File: config.mk
export PLATFORM = sky130hd
export DESIGN_NAME = sasp_top
export DESIGN_NICKNAME = d
export VERILOG_FILES = /design/src/hdl/sasp_pkg.sv /design/src/hdl/sasp_top.sv /design/src/hdl/sasp_frac_div.sv
export VERILOG_INCLUDE_DIRS = /design/src /design/src/hdl
export SDC_FILE = /design/constraint.sdc
export NUM_CORES = 1
export LEC_CHECK = 0
export BUFFER_PORTS_ARGS = -buffer_cell sky130_fd_sc_hd__buf_2
export CAP_MARGIN = 20
export CELL_PAD_IN_SITES_DETAIL_PLACEMENT = 1
export CELL_PAD_IN_SITES_GLOBAL_PLACEMENT = 1
export CORE_MARGIN = 2
export CORE_UTILIZATION = 38
export DETAILED_ROUTE_END_ITERATION = 8
export HOLD_SLACK_MARGIN = 0.08
export PLACE_DENSITY = 0.72
export RECOVER_POWER = 100
export SLEW_MARGIN = 20
export SYNTH_ARGS = -nofsm -noshare
export SYNTH_HDL_FRONTEND = slang
export SYNTH_SLANG_ARGS = --single-unit
File: constraint.sdc
create_clock -name clock -period 3.85 [get_ports clock]
set_input_delay 0.385 -clock clock [delete_from_list [all_inputs] [get_ports clock]]
set_output_delay 0.385 -clock clock [all_outputs]
set_load 0.02 [all_outputs]
File: src/hdl/sasp_regs.svh
`ifndef SASP_REGS_SVH
`define SASP_REGS_SVH
//------------------------------------------------------------
// word and frame layout
//------------------------------------------------------------
`define SASP_WORD_BITS      16
`define SASP_FRAME_BITS     32
`define SASP_CNT_W          5
`define SASP_MSB_IDX        4'hf
//------------------------------------------------------------
// timing figures
//------------------------------------------------------------
`define SASP_CLK_HZ         100000000
`define SASP_FRAME_HZ       48000
`define SASP_BCLK_HZ        (`SASP_FRAME_HZ * `SASP_FRAME_BITS)
`define SASP_SLAVE_MAX_HZ   3072000
// fastest slave bit clock gives at least this many system clocks per half period
`define SASP_SLAVE_HALF_CYC (`SASP_CLK_HZ / (2 * `SASP_SLAVE_MAX_HZ))
//------------------------------------------------------------
// divider defaults: 2 * bclk / clk = 3072000 / 100000000 = 96 / 3125
//------------------------------------------------------------
`define SASP_DIV_W          16
`define SASP_DIV_N_RST      16'h0060
`define SASP_DIV_M_RST      16'h0c35
`endif

File: src/hdl/sasp_pkg.sv
package sasp_pkg;
	// link role of the port
	typedef enum logic {
		SASP_SLAVE,
		SASP_MASTER
	} sasp_mode_t;
	// channel being shifted out
	typedef enum logic {
		SASP_LEFT,
		SASP_RIGHT
	} sasp_chan_t;
endpackage

File: src/hdl/sasp_top.sv
`timescale 1ns/1ns
`include "sasp_regs.svh"
// Behaviour
// - one stereo port, master or slave
// - master drives clock/select; slave takes them
// - data output always driven
// - 16-bit words, msb first, i2s aligned
// - msb one bit clock after select edge
// - left when select low, right high
// - data changes on falling bit clock
// - master bit clock 48k x 32 = 1.536 MHz
// - master clock from n/m fractional divider
// - slave works up to 3.072 MHz
module sasp_top
	import sasp_pkg::*;
(
	input  wire logic                   clock,         // system clock, 100 MHz
	input  wire logic                   srst,          // sync reset, high
	input  wire logic                   ce,            // clock enable, freezes all
	input  wire sasp_pkg::sasp_mode_t   mode,          // master or slave role
	input  wire logic [`SASP_DIV_W-1:0] div_n,         // divider numerator
	input  wire logic [`SASP_DIV_W-1:0] div_m,         // divider denominator
	input  wire logic [15:0]            left_data,     // left sample
	input  wire logic [15:0]            right_data,    // right sample
	input  wire logic                   sample_valid,  // new stereo pair offered
	output logic                        sample_ready,  // pair taken the cycle before
	input  wire logic                   bclk_i,        // bit clock pin in
	output logic                        bclk_o,        // bit clock pin out
	output logic                        bclk_oe,       // bit clock drive enable
	input  wire logic                   wsel_i,        // word select pin in
	output logic                        wsel_o,        // word select pin out
	output logic                        wsel_oe,       // word select drive enable
	output logic                        audio_serial_data_out // serial data out
);
	import sasp_pkg::*;

	//------------------------------------------------------------
	// master bit clock generation
	//------------------------------------------------------------
	logic is_master;  // role decode
	logic div_tick;   // half-period step

	assign is_master = (mode == SASP_MASTER);

	// pulse rate 2x bclk; defaults give 3.072 MHz pulses, 1.536 MHz bclk
	sasp_frac_div u_div (
		.clock (clock),
		.srst  (srst),
		.ce    (ce),
		.run   (is_master),
		.div_n (div_n),
		.div_m (div_m),
		.tick  (div_tick)
	);

	//------------------------------------------------------------
	// slave pin sampling and edge detection
	//------------------------------------------------------------
	logic sync1_ff, sync2_ff, sync3_ff;    // bit clock history
	logic wsy1_ff, wsy2_ff, wsy3_ff;       // word select history
	logic nxt_sync1, nxt_sync2, nxt_sync3;
	logic nxt_wsy1, nxt_wsy2, nxt_wsy3;

	// two stages plus history; safe since 3.072 MHz gives 16 clocks per half
	always_comb begin
		nxt_sync1 = bclk_i;
		nxt_sync2 = sync1_ff;
		nxt_sync3 = sync2_ff;
		nxt_wsy1  = wsel_i;
		nxt_wsy2  = wsy1_ff;
		nxt_wsy3  = wsy2_ff;
	end

	// register only
	always_ff @(posedge clock) begin
		if (srst) begin
			sync1_ff <= 1'b0;
			sync2_ff <= 1'b0;
			sync3_ff <= 1'b0;
			wsy1_ff  <= 1'b0;
			wsy2_ff  <= 1'b0;
			wsy3_ff  <= 1'b0;
		end else if (ce) begin
			sync1_ff <= nxt_sync1;
			sync2_ff <= nxt_sync2;
			sync3_ff <= nxt_sync3;
			wsy1_ff  <= nxt_wsy1;
			wsy2_ff  <= nxt_wsy2;
			wsy3_ff  <= nxt_wsy3;
		end
	end

	//------------------------------------------------------------
	// frame engine
	//------------------------------------------------------------
	logic                   bclk_ff, nxt_bclk;     // master bit clock level
	logic                   ws_ff, nxt_ws;         // master word select level
	logic                   prev_ws_ff, nxt_prev_ws; // select seen at last fall
	logic [3:0]             bit_cnt_ff, nxt_bit_cnt; // master bit in word
	logic [15:0]            shreg_ff, nxt_shreg;   // outgoing word
	logic [15:0]            rhold_ff, nxt_rhold;   // right word waiting
	logic [15:0]            lhold_ff, nxt_lhold;   // next left word
	logic                   sdo_ff, nxt_sdo;       // data pin
	logic                   ready_ff, nxt_ready;   // pair accepted pulse
	logic                   fall;                  // falling bit clock event
	logic                   cur_ws;                // word select at this fall

	// one falling event per bit in either role
	always_comb begin
		if (is_master) begin
			fall   = div_tick && bclk_ff;
			cur_ws = ws_ff;
		end else begin
			fall   = sync3_ff && !sync2_ff;
			// select taken beside the last high clock sample: the far master moves
			// select on this same fall, so the msb has to wait for the next one
			cur_ws = wsy3_ff;
		end
	end

	// advance on each falling edge; underrun resends last pair
	always_comb begin
		nxt_bclk    = bclk_ff;
		nxt_ws      = ws_ff;
		nxt_prev_ws = prev_ws_ff;
		nxt_bit_cnt = bit_cnt_ff;
		nxt_shreg   = shreg_ff;
		nxt_rhold   = rhold_ff;
		nxt_lhold   = lhold_ff;
		nxt_sdo     = sdo_ff;
		nxt_ready   = 1'b0;
		// take a new pair whenever valid unless one was taken the cycle before; holds are overwritten
		if (sample_valid && !ready_ff) begin
			nxt_lhold = left_data;
			nxt_rhold = right_data;
			nxt_ready = 1'b1;
		end
		if (is_master && div_tick) begin
			nxt_bclk = !bclk_ff;
		end else if (!is_master) begin
			nxt_bclk = 1'b0;
		end
		if (fall) begin
			// master select flips on the same fall that sends the 16th bit of each word
			if (is_master) begin
				nxt_bit_cnt = bit_cnt_ff + 4'h1;
				if (bit_cnt_ff == `SASP_MSB_IDX) begin
					nxt_ws = !ws_ff;
				end
			end
			nxt_prev_ws = cur_ws;
			if (cur_ws != prev_ws_ff) begin
				// select changed one bit ago, so msb goes out now
				nxt_shreg = cur_ws ? rhold_ff : lhold_ff;
				nxt_sdo   = nxt_shreg[15];
				nxt_shreg = {nxt_shreg[14:0], 1'b0};
			end else begin
				// msb first, changed on the falling edge
				nxt_sdo   = shreg_ff[15];
				nxt_shreg = {shreg_ff[14:0], 1'b0};
			end
		end
	end

	// register only
	always_ff @(posedge clock) begin
		if (srst) begin
			bclk_ff    <= 1'b0;
			ws_ff      <= 1'b0;
			prev_ws_ff <= 1'b0;
			bit_cnt_ff <= 4'h0;
			shreg_ff   <= 16'h0000;
			rhold_ff   <= 16'h0000;
			lhold_ff   <= 16'h0000;
			sdo_ff     <= 1'b0;
			ready_ff   <= 1'b0;
		end else if (ce) begin
			bclk_ff    <= nxt_bclk;
			ws_ff      <= nxt_ws;
			prev_ws_ff <= nxt_prev_ws;
			bit_cnt_ff <= nxt_bit_cnt;
			shreg_ff   <= nxt_shreg;
			rhold_ff   <= nxt_rhold;
			lhold_ff   <= nxt_lhold;
			sdo_ff     <= nxt_sdo;
			ready_ff   <= nxt_ready;
		end
	end

	//------------------------------------------------------------
	// pin enables
	//------------------------------------------------------------
	logic oe_ff, nxt_oe; // drive enable for clock and select

	// released in slave mode so the far party owns the lines
	always_comb begin
		nxt_oe = is_master;
	end

	// register only
	always_ff @(posedge clock) begin
		if (srst) begin
			oe_ff <= 1'b0;
		end else if (ce) begin
			oe_ff <= nxt_oe;
		end
	end

	//------------------------------------------------------------
	// outputs, all from flip-flops
	//------------------------------------------------------------
	assign bclk_o                = bclk_ff;
	assign bclk_oe               = oe_ff;
	assign wsel_o                = ws_ff;
	assign wsel_oe               = oe_ff;
	assign audio_serial_data_out = sdo_ff;
	assign sample_ready          = ready_ff;
	// far receiver samples on rising edge, data stable half a period
endmodule

File: src/hdl/sasp_frac_div.sv
`timescale 1ns/1ns
`include "sasp_regs.svh"
// fractional n/m accumulator: pulses n times every m enabled cycles
module sasp_frac_div (
	input  wire logic                   clock,  // system clock
	input  wire logic                   srst,   // sync reset, high
	input  wire logic                   ce,     // clock enable
	input  wire logic                   run,    // divider active
	input  wire logic [`SASP_DIV_W-1:0] div_n,  // numerator
	input  wire logic [`SASP_DIV_W-1:0] div_m,  // denominator
	output logic                        tick    // half-period step pulse
);
	//------------------------------------------------------------
	// accumulator
	//------------------------------------------------------------
	logic [`SASP_DIV_W:0] acc_ff;  // phase accumulator
	logic [`SASP_DIV_W:0] nxt_acc; // next phase
	logic                 tick_ff; // registered pulse
	logic                 nxt_tick;
	logic [`SASP_DIV_W:0] sum;     // phase plus step

	// add n each cycle, wrap at m; jitter is one system clock at most
	always_comb begin
		sum      = acc_ff + {1'b0, div_n};
		nxt_acc  = acc_ff;
		nxt_tick = 1'b0;
		if (!run) begin
			nxt_acc = '0;
		end else if (sum >= {1'b0, div_m}) begin
			nxt_acc  = sum - {1'b0, div_m};
			nxt_tick = 1'b1;
		end else begin
			nxt_acc = sum;
		end
	end

	// register only
	always_ff @(posedge clock) begin
		if (srst) begin
			acc_ff  <= '0;
			tick_ff <= 1'b0;
		end else if (ce) begin
			acc_ff  <= nxt_acc;
			tick_ff <= nxt_tick;
		end
	end

	assign tick = tick_ff;
endmodule

# Word-level counts from Yosys, hierarchy flattened

Cells that the tools add are included.

Bits in registers: 82
Input port bits: 71
Logic and storage cells: 50

$add $sub $neg: 3
$lt $le $gt $ge: 1
Equal/unequal tests: 3
Muxes and demuxes: 12
Reduce and logical (&&, ||, !) cells: 13

Operator list:

| cell                                                   | number |
|---|---|
| two-way mux 17 bit                                     | 2 |
| two-way mux 16 bit                                     | 2 |
| adder 17 x 16 -> 17 bit                                | 1 |
| greater-or-equal comparator 17 x 16 -> 1 bit           | 1 |
| subtractor 17 x 16 -> 17 bit                           | 1 |
| two-way mux 1 bit                                      | 8 |
| AND reduction 2 bit                                    | 3 |
| adder 4 x 1 -> 4 bit (second input constant)           | 1 |
| == test 4 bit (second input constant)                  | 1 |
| logical AND 1 bit                                      | 4 |
| zero test 1 bit                                        | 4 |
| AND reduction 4 bit                                    | 1 |
| AND reduction 3 bit                                    | 1 |
| inequality test 2 x 1 -> 1 bit (second input constant) | 1 |
| inequality test 1 bit                                  | 1 |

# Depth between registers and ports, before layout

Gate-level depths: netlist of run 1.

Word-level depth: 4
Mapped depth: 18
Gate-level depth less buffers: 18

# Cells and area by module

From an unflattened synthesis of run 1, not the netlist that was laid out.

Cell total of the unflattened synthesis: 621
Area total of the unflattened synthesis: 5068.6 µm²

By module, submodules not included:

| module        | times used | cells each | area an instance (µm²) |
|---|---|---|---|
| sasp_top      | 1          | 323        | 2731.4 |
| sasp_frac_div | 1          | 298        | 2337.2 |

# Least setup slack after synthesis of run 1

Ideal clock, no wire load.

Path kind: input-to-reg
From: input port div_n[0]
To: register u_div.acc_ff[14]
Arrival: 3.944 ns
Required time: 3.728 ns
Path slack: -0.216 ns
Stages on the path: 17
Path buffers: 0
Path through: ha_1 -> inv_1 -> fa_1 -> nand2b_1 -> a21oi_1 -> nor2b_1 -> a211oi_1 -> a31oi_1 -> xnor2_1 -> ha_1 -> a211oi_1 -> o21bai_1 -> a211oi_1 -> nor3b_2 -> a2111oi_4 -> a21oi_2 -> a221o_1

Longest elaborated chain between the ends: 4
Elaborated cells between the ends (all ways): 5

RTL lines:

| item                                                                                                | RTL line                                 | source |
|---|---|---|
| from (decl)                                                                                         | sasp_top.sv:21                           | `` input wire logic [`SASP_DIV_W-1:0] div_n, `` |
| adder 17 x 16 -> 17 bit *                                                                           | sasp_frac_div.sv:24                      | `sum = acc_ff + {1'b0, div_n};` |
| subtractor 17 x 16 -> 17 bit / greater-or-equal comparator 17 x 16 -> 1 bit (equally long branches) | sasp_frac_div.sv:30, sasp_frac_div.sv:29 |  |
| two-way mux 17 bit *                                                                                | sasp_frac_div.sv:29                      | `end else if (sum >= {1'b0, div_m}) begin` |
| two-way mux 17 bit *                                                                                | sasp_frac_div.sv:27                      | `if (!run) begin` |
| to (signal assigned)                                                                                | sasp_frac_div.sv:43                      | `acc_ff <= nxt_acc;` |
| to (decl)                                                                                           | sasp_frac_div.sv:16                      | `` logic [`SASP_DIV_W:0] acc_ff; `` |

Mark *: on every way between the ends. The rest lies on a longest branch, timed or not.
A chain may end at the register's enable or synchronous reset.

# Final worst setup path of run 1

From: register u_div.acc_ff[0]
To: register u_div.acc_ff[0]

Longest elaborated chain between the ends: 4
Elaborated cells between the ends (all ways): 5

RTL lines:

| item                                                                                                | RTL line |
|---|---|
| adder 17 x 16 -> 17 bit *                                                                           | sasp_frac_div.sv:24 |
| subtractor 17 x 16 -> 17 bit / greater-or-equal comparator 17 x 16 -> 1 bit (equally long branches) | sasp_frac_div.sv:30, sasp_frac_div.sv:29 |
| two-way mux 17 bit *                                                                                | sasp_frac_div.sv:29 |
| two-way mux 17 bit *                                                                                | sasp_frac_div.sv:27 |

Marks and branches as above.

==> results of run 1 <==
-- report_power, final --
group	switching, mW	internal (mW)	total [mW]
Clock	0.305	0.420	0.725
Combinational	1.72	1.65	3.38
Sequential	0.0861	0.936	1.02
-- path summary, 6_finish.rpt --
kind / slack [ps] / to / startpoint / depth (start not counted)
worst max-delay path: -110 / u_div.acc_ff[0] / u_div.acc_ff[0] / 19
worst min register to register: 450 / rhold_ff[12] / rhold_ff[12] / 2
worst max register to register: -110 / u_div.acc_ff[0] / u_div.acc_ff[0] / 19
worst min-delay path: 290 / rhold_ff[5] / right_data[5] / 3
-- registers in the layout, summed over array words and instances, names as in the netlist --
| signal | cells |
|---|---|
| bclk_o | 1 |
| u_div.tick | 1 |
| prev_ws_ff | 1 |
| wsel_o | 1 |
| bclk_oe | 1 |
| sample_ready | 1 |
| nxt_wsy2 | 1 |
| nxt_sync3 | 1 |
| audio_serial_data_out | 1 |
| u_div.acc_ff | 17 |
| nxt_wsy3 | 1 |
| bit_cnt_ff | 4 |
| sync3_ff | 1 |
| rhold_ff | 16 |
| lhold_ff | 16 |
| wsy3_ff | 1 |
| nxt_sync2 | 1 |
| shreg_ff | 15 |
-- synthesized netlist by cell type, types with 14 or more instances --
master / n / area share [%]
nand2_1: 112 / 8.3
dfxtp_1: 81 / 32
a21oi_1: 68 / 6.7
nor2_1: 52 / 3.8
ha_1: 33 / 8.1
inv_1: 29 / 2.1
clkbuf_1: 27 / 2.0
and2_1: 25 / 3.1
xnor2_1: 19 / 3.3
a211oi_1: 18 / 2.7
a311oi_1: 15 / 2.6
nand3_1: 14 / 1.4
nor3_1: 14 / 1.4
-- metrics by stage --
step	total power, mW	cells	hold WS (ps)	instance area, sq um
2_1_floorplan	2.75	653	429	5110
3_3_place_gp	3.78	932	438	6040
3_5_place_dp	3.91	933	449	6060
4_1_cts	4.78	956	289	6440
5_1_grt	5.45	965	307	6600
6_report	5.12	965	293	6600
-- logic make-up after synthesis --
family | after synthesis | share of synthesized area [%]
simple gates | 260 | 23.7
flops | 81 | 31.8
fa+ha+maj | 35 | 8.89
xor+xnor | 27 | 4.64
buf+inv | 63 | 4.74
mux | 10 | 1.99
compound gates | 177 | 24.2
-- per-layer routing --
layer / track usage (%) / up-vias / routed length (um)
met5: 0 / - / 0
met1: 28.4 / 2574 / 7360
met2: 41.4 / 96 / 8290
met4: 6.62 / 0 / 257
met3: 2.85 / 17 / 503
li1: - / 2592 / -
-- worst reg2reg max path: stages (launching register included) --
cell and delay, ps:
dfxtp_2 360, ha_4 150, inv_2 40, fa_2 330
nand2b_4 160, a21oi_4 170, nor2b_2 70, a211oi_2 260
a31oi_1 150, xnor2_1 230, ha_1 290, a211oi_2 220
o21bai_1 150, a211oi_2 240, nor3b_2 90, buf_4 150
a2111oi_4 280, buf_4 210, nand3_2 70, a32o_1 240
-- area by class of cell --
class                   count  area [sq um]
fillers                  1639          6590
multi-input cells         509          3410
flip-flops and latches     81          1630
repair buffers            158          1000
clock buffers              10           229
well taps                 176           220
inverters                  29           109
clock inverters             2          10.0
-- what timing repair did --
action                     CTS  global route
buffers inserted            11             9
pin swaps                   18            23
setup endpoints to repair   18            18
gates resized for setup     16            26
hold buffers                 0             0
-- layout by cell type (no fill, tap or decap), types with 9 or more instances in the layout --
| cell | n |
|---|---|
| a211oi_1 | 15 |
| a21oi_1 | 64 |
| a221o_1 | 11 |
| a311oi_1 | 15 |
| and2_1 | 23 |
| buf_2 | 68 |
| buf_4 | 74 |
| clkbuf_1 | 11 |
| clkbuf_16 | 9 |
| dfxtp_1 | 77 |
| ha_1 | 31 |
| inv_1 | 28 |
| nand2_1 | 111 |
| nand3_1 | 12 |
| nor2_1 | 51 |
| nor3_1 | 12 |
| o21ai_0 | 9 |
| xnor2_1 | 18 |
==> flow_summary.toml, run 1 <==
[routing]
wirelength_mm = 16.4
wl_per_cell_um = 17.0
drc = 0
via_per_inst = 5.47
firstDrtPassIters = 4
drt_iter0_drc = 230
vias = 5279
drtAntennaViolNets = 0

[floorplanning]
core-area_sq_um = 13200
die_w_um = 120
io_pins = 77
dieArea_sq_um = 14300
rows = 42
die_y_um = 120
initial_core_util_pct = 38.6

[sta]
max_slew_margin_pct = -22.3
fin_tns_setup_ps = -1270
slew_viol_final = 44
setup_viol = 18
fmax_ghz = 0.253
rsz0062_at_grt = "yes"
period_share_pct = 103
layout_setup_ws_ps = -107
min_period_ps = 3960
hold_violations = 0
worst_slew_pin_slew_ps = 1830
clock_skew_ps = 6.52

[setup_path]
critPathKind = "register to register"
cp_max_fo = 4
path_buf_inv = 3
crit_path_start_kind = "register"
worst_setup_path_end_kind = "register"
crit_top_cell = "a211oi_2"
cp_slowest_stage_delay_ps = 360
cp.arrival_ps = 4170
slowest_stage = "dfxtp_2"
critPathRequiredTime_ps = 4060
critPathTopFamily = "compound AO/OA/AOI/OAI gates"
path_cells = "ha_4 -> inv_2 -> fa_2 -> nand2b_4 -> a21oi_4 -> nor2b_2 -> a211oi_2 -> a31oi_1 -> xnor2_1 -> ha_1 -> a211oi_2 -> o21bai_1 -> a211oi_2 -> nor3b_2 -> buf_4 -> a2111oi_4 -> buf_4 -> nand3_2 -> a32o_1"

[clocking]
numCtsBuffers = 9
clkSinkCount = 81
ctsRootBufferMaster = "clkbuf_16"
clock_latency_ps = 330
cts_max_level = 3
cts.path.max_buffers = 2
cts_tree = "done"
clk_pin_slew_worst_paths_ps = 60

[run_status]
violations = "capacitance limit, slew limit, setup timing"
outcome = "complete, but fails checks"

[synthesis]
synthesis.nets = 759
async_flop_share_pct = 0
synthesis.area_sq_um = 5090
ys_ff_latch = 81
synth_warnings = 0
synth.avg_cell_area_sq_um = 7.80
yosysSeqAreaShare_pct = 31.8
netlist_instances = 653
synthFlopType = "dfxtp_1"
synth.distinct_cells = 62
synth_edf_count = 0

[global_route]
grt_overflow = 0
grt_max_degree = 44
grt_pass1_wl_mm = 26.7
grt_pass1_vias = 5583
antenna_found_initial = 0
grtUsageTotal_pct = 22.9

[power_and_ir_drop]
ir_worst_vdd_mv = 0.491
powerDensity_nw_per_um2 = 776
leakagePower_nw = 2.81

[flow_run]
drv_cap = 1

[finish]
synthToLayoutAreaGrowth_pct = 29.6
layout-drive-gt1-share_pct = 25.9
layout.nets = 894
fin_util_pct = 50.0
antenna_cells = 0

[placement]
place_ws_ps = -616
gp_congestion = 0.905
hpwl_mm = 12.1
portBuffers = 76

[hold_path]
hold_class = "primary input to register"
Note: power is estimated with default switching activity, not from simulation.
==> run 2, diff against run 1 <==
--- a/config.mk
+++ b/config.mk
@@ -6,15 +6,16 @@
 export SDC_FILE = /design/constraint.sdc
 export NUM_CORES = 1
 export LEC_CHECK = 0
+export ABC_AREA = 1
 export BUFFER_PORTS_ARGS = -buffer_cell sky130_fd_sc_hd__buf_2
 export CAP_MARGIN = 20
 export CELL_PAD_IN_SITES_DETAIL_PLACEMENT = 1
 export CELL_PAD_IN_SITES_GLOBAL_PLACEMENT = 1
 export CORE_MARGIN = 2
-export CORE_UTILIZATION = 38
+export CORE_UTILIZATION = 37
 export DETAILED_ROUTE_END_ITERATION = 8
 export HOLD_SLACK_MARGIN = 0.08
-export PLACE_DENSITY = 0.72
+export PLACE_DENSITY = 0.73
 export RECOVER_POWER = 100
 export SLEW_MARGIN = 20
 export SYNTH_ARGS = -nofsm -noshare
==> run 2 against run 1 <==
Largest power group unchanged. Design area fell by 6.0%. Global-route usage fell by 1.9 points. Clock skew fell by 0.62 ps. The run ends with capacitance limit, slew limit left. Largest cell class unchanged. Critical path depth rose by 6.
==> flow_summary.toml, run 2 <==
[setup_path]
critPathKind = "register to register"
cp_max_fo = 10
worst_setup_path_end_kind = "register"
cp.arrival_ps = 3790
critPathRequiredTime_ps = 4050
crit_path_start_kind = "register"

[finish]
fin_util_pct = 44.9
largest_register_ffs = 17
mostFrequentLayoutCell = "nand2_1"
antenna_cells = 0
largest_register = "u_div.acc_ff"
layout-drive-gt1-share_pct = 15.9
final_cell_mix = "nand2_1, nor2_1, inv_1"
layout.nets = 982
synthToLayoutAreaGrowth_pct = 18.7
top_regs = "u_div.acc_ff: 17 flops, lhold_ff: 16 flops, rhold_ff: 16 flops"

[global_route]
antenna_found_initial = 0
grt_max_degree = 53
grt_overflow = 0
grtUsageTotal_pct = 21.0
grt_pass1_wl_mm = 25.4
grt_pass1_vias = 5444

[routing]
drtAntennaViolNets = 0
firstDrtPassIters = 4
via_per_inst = 5.07
wirelength_mm = 15.5
drc = 0
vias = 5377
drt_iter0_drc = 226
wl_per_cell_um = 14.6

[synthesis]
ys_ff_latch = 81
synth_edf_count = 0
yosys.area_share.adder_pct = 8.66
synth_top_family_by_area = "simple AND/OR/NAND/NOR gates"
synth_compound_area_share_pct = 16.3
synth_commonest_cells = "nand2_1, nor2_1, inv_1, dfxtp_1, o21ai_0"
yosysSeqAreaShare_pct = 31.0
synth.largest_area_cell = "dfxtp_1"
synth.avg_cell_area_sq_um = 6.49
netlist.area_leader.share_pct = 31.0
netlist_instances = 805
synth_mux_area_share_pct = 0
synth_xor_area_share_pct = 1.84
synth_simple_gate_area_share_pct = 32.5
async_flop_share_pct = 0
synthFlopType = "dfxtp_1"
synth.distinct_cells = 39
yosysMostFrequentCell = "nand2_1"
synthesis.nets = 911
synth.area.top_cells = "dfxtp_1, nand2_1, nor2_1, ha_1, inv_1"
synthesis.area_sq_um = 5230
synth_warnings = 0

[clocking]
numCtsBuffers = 9
cts_tree = "done"
cts_max_level = 3
clock_latency_ps = 340
ctsRootBufferMaster = "clkbuf_16"
cts.path.max_buffers = 2
clkSinkCount = 81
clk_pin_slew_worst_paths_ps = 70

[sta]
clock_skew_ps = 5.90
max_slew_margin_pct = -25.7
fmax_ghz = 0.279
fin_tns_setup_ps = 0
period_share_pct = 93.2
slew_viol_final = 53
hold_violations = 0
min_period_ps = 3590
worst_slew_pin_slew_ps = 1890
setup_viol = 0

[placement]
portBuffers = 76
gp_congestion = 0.864
hpwl_mm = 11.7

[flow_run]
drv_cap = 1

[run_status]
violations = "capacitance limit, slew limit"
outcome = "complete, but fails checks"

[floorplanning]
initial_core_util_pct = 37.8
core-area_sq_um = 13800
dieArea_sq_um = 15100
rows = 43
io_pins = 77
die_y_um = 123
die_w_um = 123

[power_and_ir_drop]
powerDensity_nw_per_um2 = 783
leakagePower_nw = 3.13
ir_worst_vdd_mv = 0.257

[hold_path]
hold_class = "primary input to register"
[run 2: changes by cell type after synthesis, sizes merged, moves of 15 or more]
cell	change
nor2	+74
a311oi	-15
xnor2	-15
and2	-24
nand2	+81
inv	+71
a211oi	-18
o21ai	+55
nand3	+26
[run 2: logic make-up after synthesis]
kind of cell	count (synthesis)
AND/OR/NAND/NOR	398
AO/OA/AOI/OAI	151
buffers and inverters	129
flip-flops	81
adder cells (fa/ha/maj)	35
XOR/XNOR	11
[run 2: worst paths after layout]
kind | startpoint | end | slack [ps] | depth (start not counted)
setup / recovery | u_div.acc_ff[0] | u_div.acc_ff[7] | 260 | 25
hold reg to reg | shreg_ff[6] | shreg_ff[7] | 460 | 2
setup reg to reg | u_div.acc_ff[0] | u_div.acc_ff[7] | 260 | 25
hold / removal | left_data[6] | lhold_ff[6] | 270 | 3
[run 2: repair_timing]
action | CTS | global route
hold buffers | 0 | 0
setup endpoints to repair | 0 | 18
buffers inserted | 0 | 2
resized for setup | 0 | 20
[run 2: stage by stage]
step           hold slack, ps  cell area (sq um)  setup slack (ps)  std cells  total power [mW]
2_1_floorplan             435               5230               659        805              3.14
3_3_place_gp              445               5770               125       1041              3.75
3_5_place_dp              454               5770             -67.6       1041              3.85
4_1_cts                   262               6040              48.0       1057              4.68
5_1_grt                   271               6200             -44.0       1061              5.33
6_report                  267               6200               261       1061              4.86
[run 2: layout make-up]
cell class	instances	area, sq um
Clock buffer	9	225
Sequential cell	81	1620
Inverter	101	379
Tap cell	180	225
Timing Repair Buffer	88	497
Fill cell	1867	7620
Clock inverter	7	53.8
Multi-Input combinational cell	595	3200
[run 2: where the power goes]
group	total, mW	switching [mW]	internal (mW)
sequential	1.03	0.0739	0.961
clock	0.809	0.368	0.441
combinational	3.01	1.90	1.11
total	4.86	2.34	2.51
[run 2: critical path, cell delays in order (launching register included)]
cell and delay, ps:
dfxtp_1 340, ha_2 210, inv_1 60, fa_1 400, inv_1 80, nand3_1 80, nand2_2 110, nand2_1 70
nand2_2 120, nand2_1 80, nand2_1 70, nand2_1 50, nand2_1 90, inv_1 80, ha_4 290, nand2_1 60
inv_1 110, nand2_1 100, nor3_4 240, a31oi_4 150, buf_6 190, nand4_4 100, clkbuf_16 200, nand2_1 60
nand2_1 60, a21oi_1 60
[run 2: routing by layer]
metal	up-vias	part of all wire (%)	GRT usage, %	routed length (um)
li1	2761	-	-	-
met1	2514	49	28.9	7540
met2	93	46	34.9	7180
met3	9	3.9	3.49	602
met4	0	0.82	3.81	126
met5	-	0	0	0
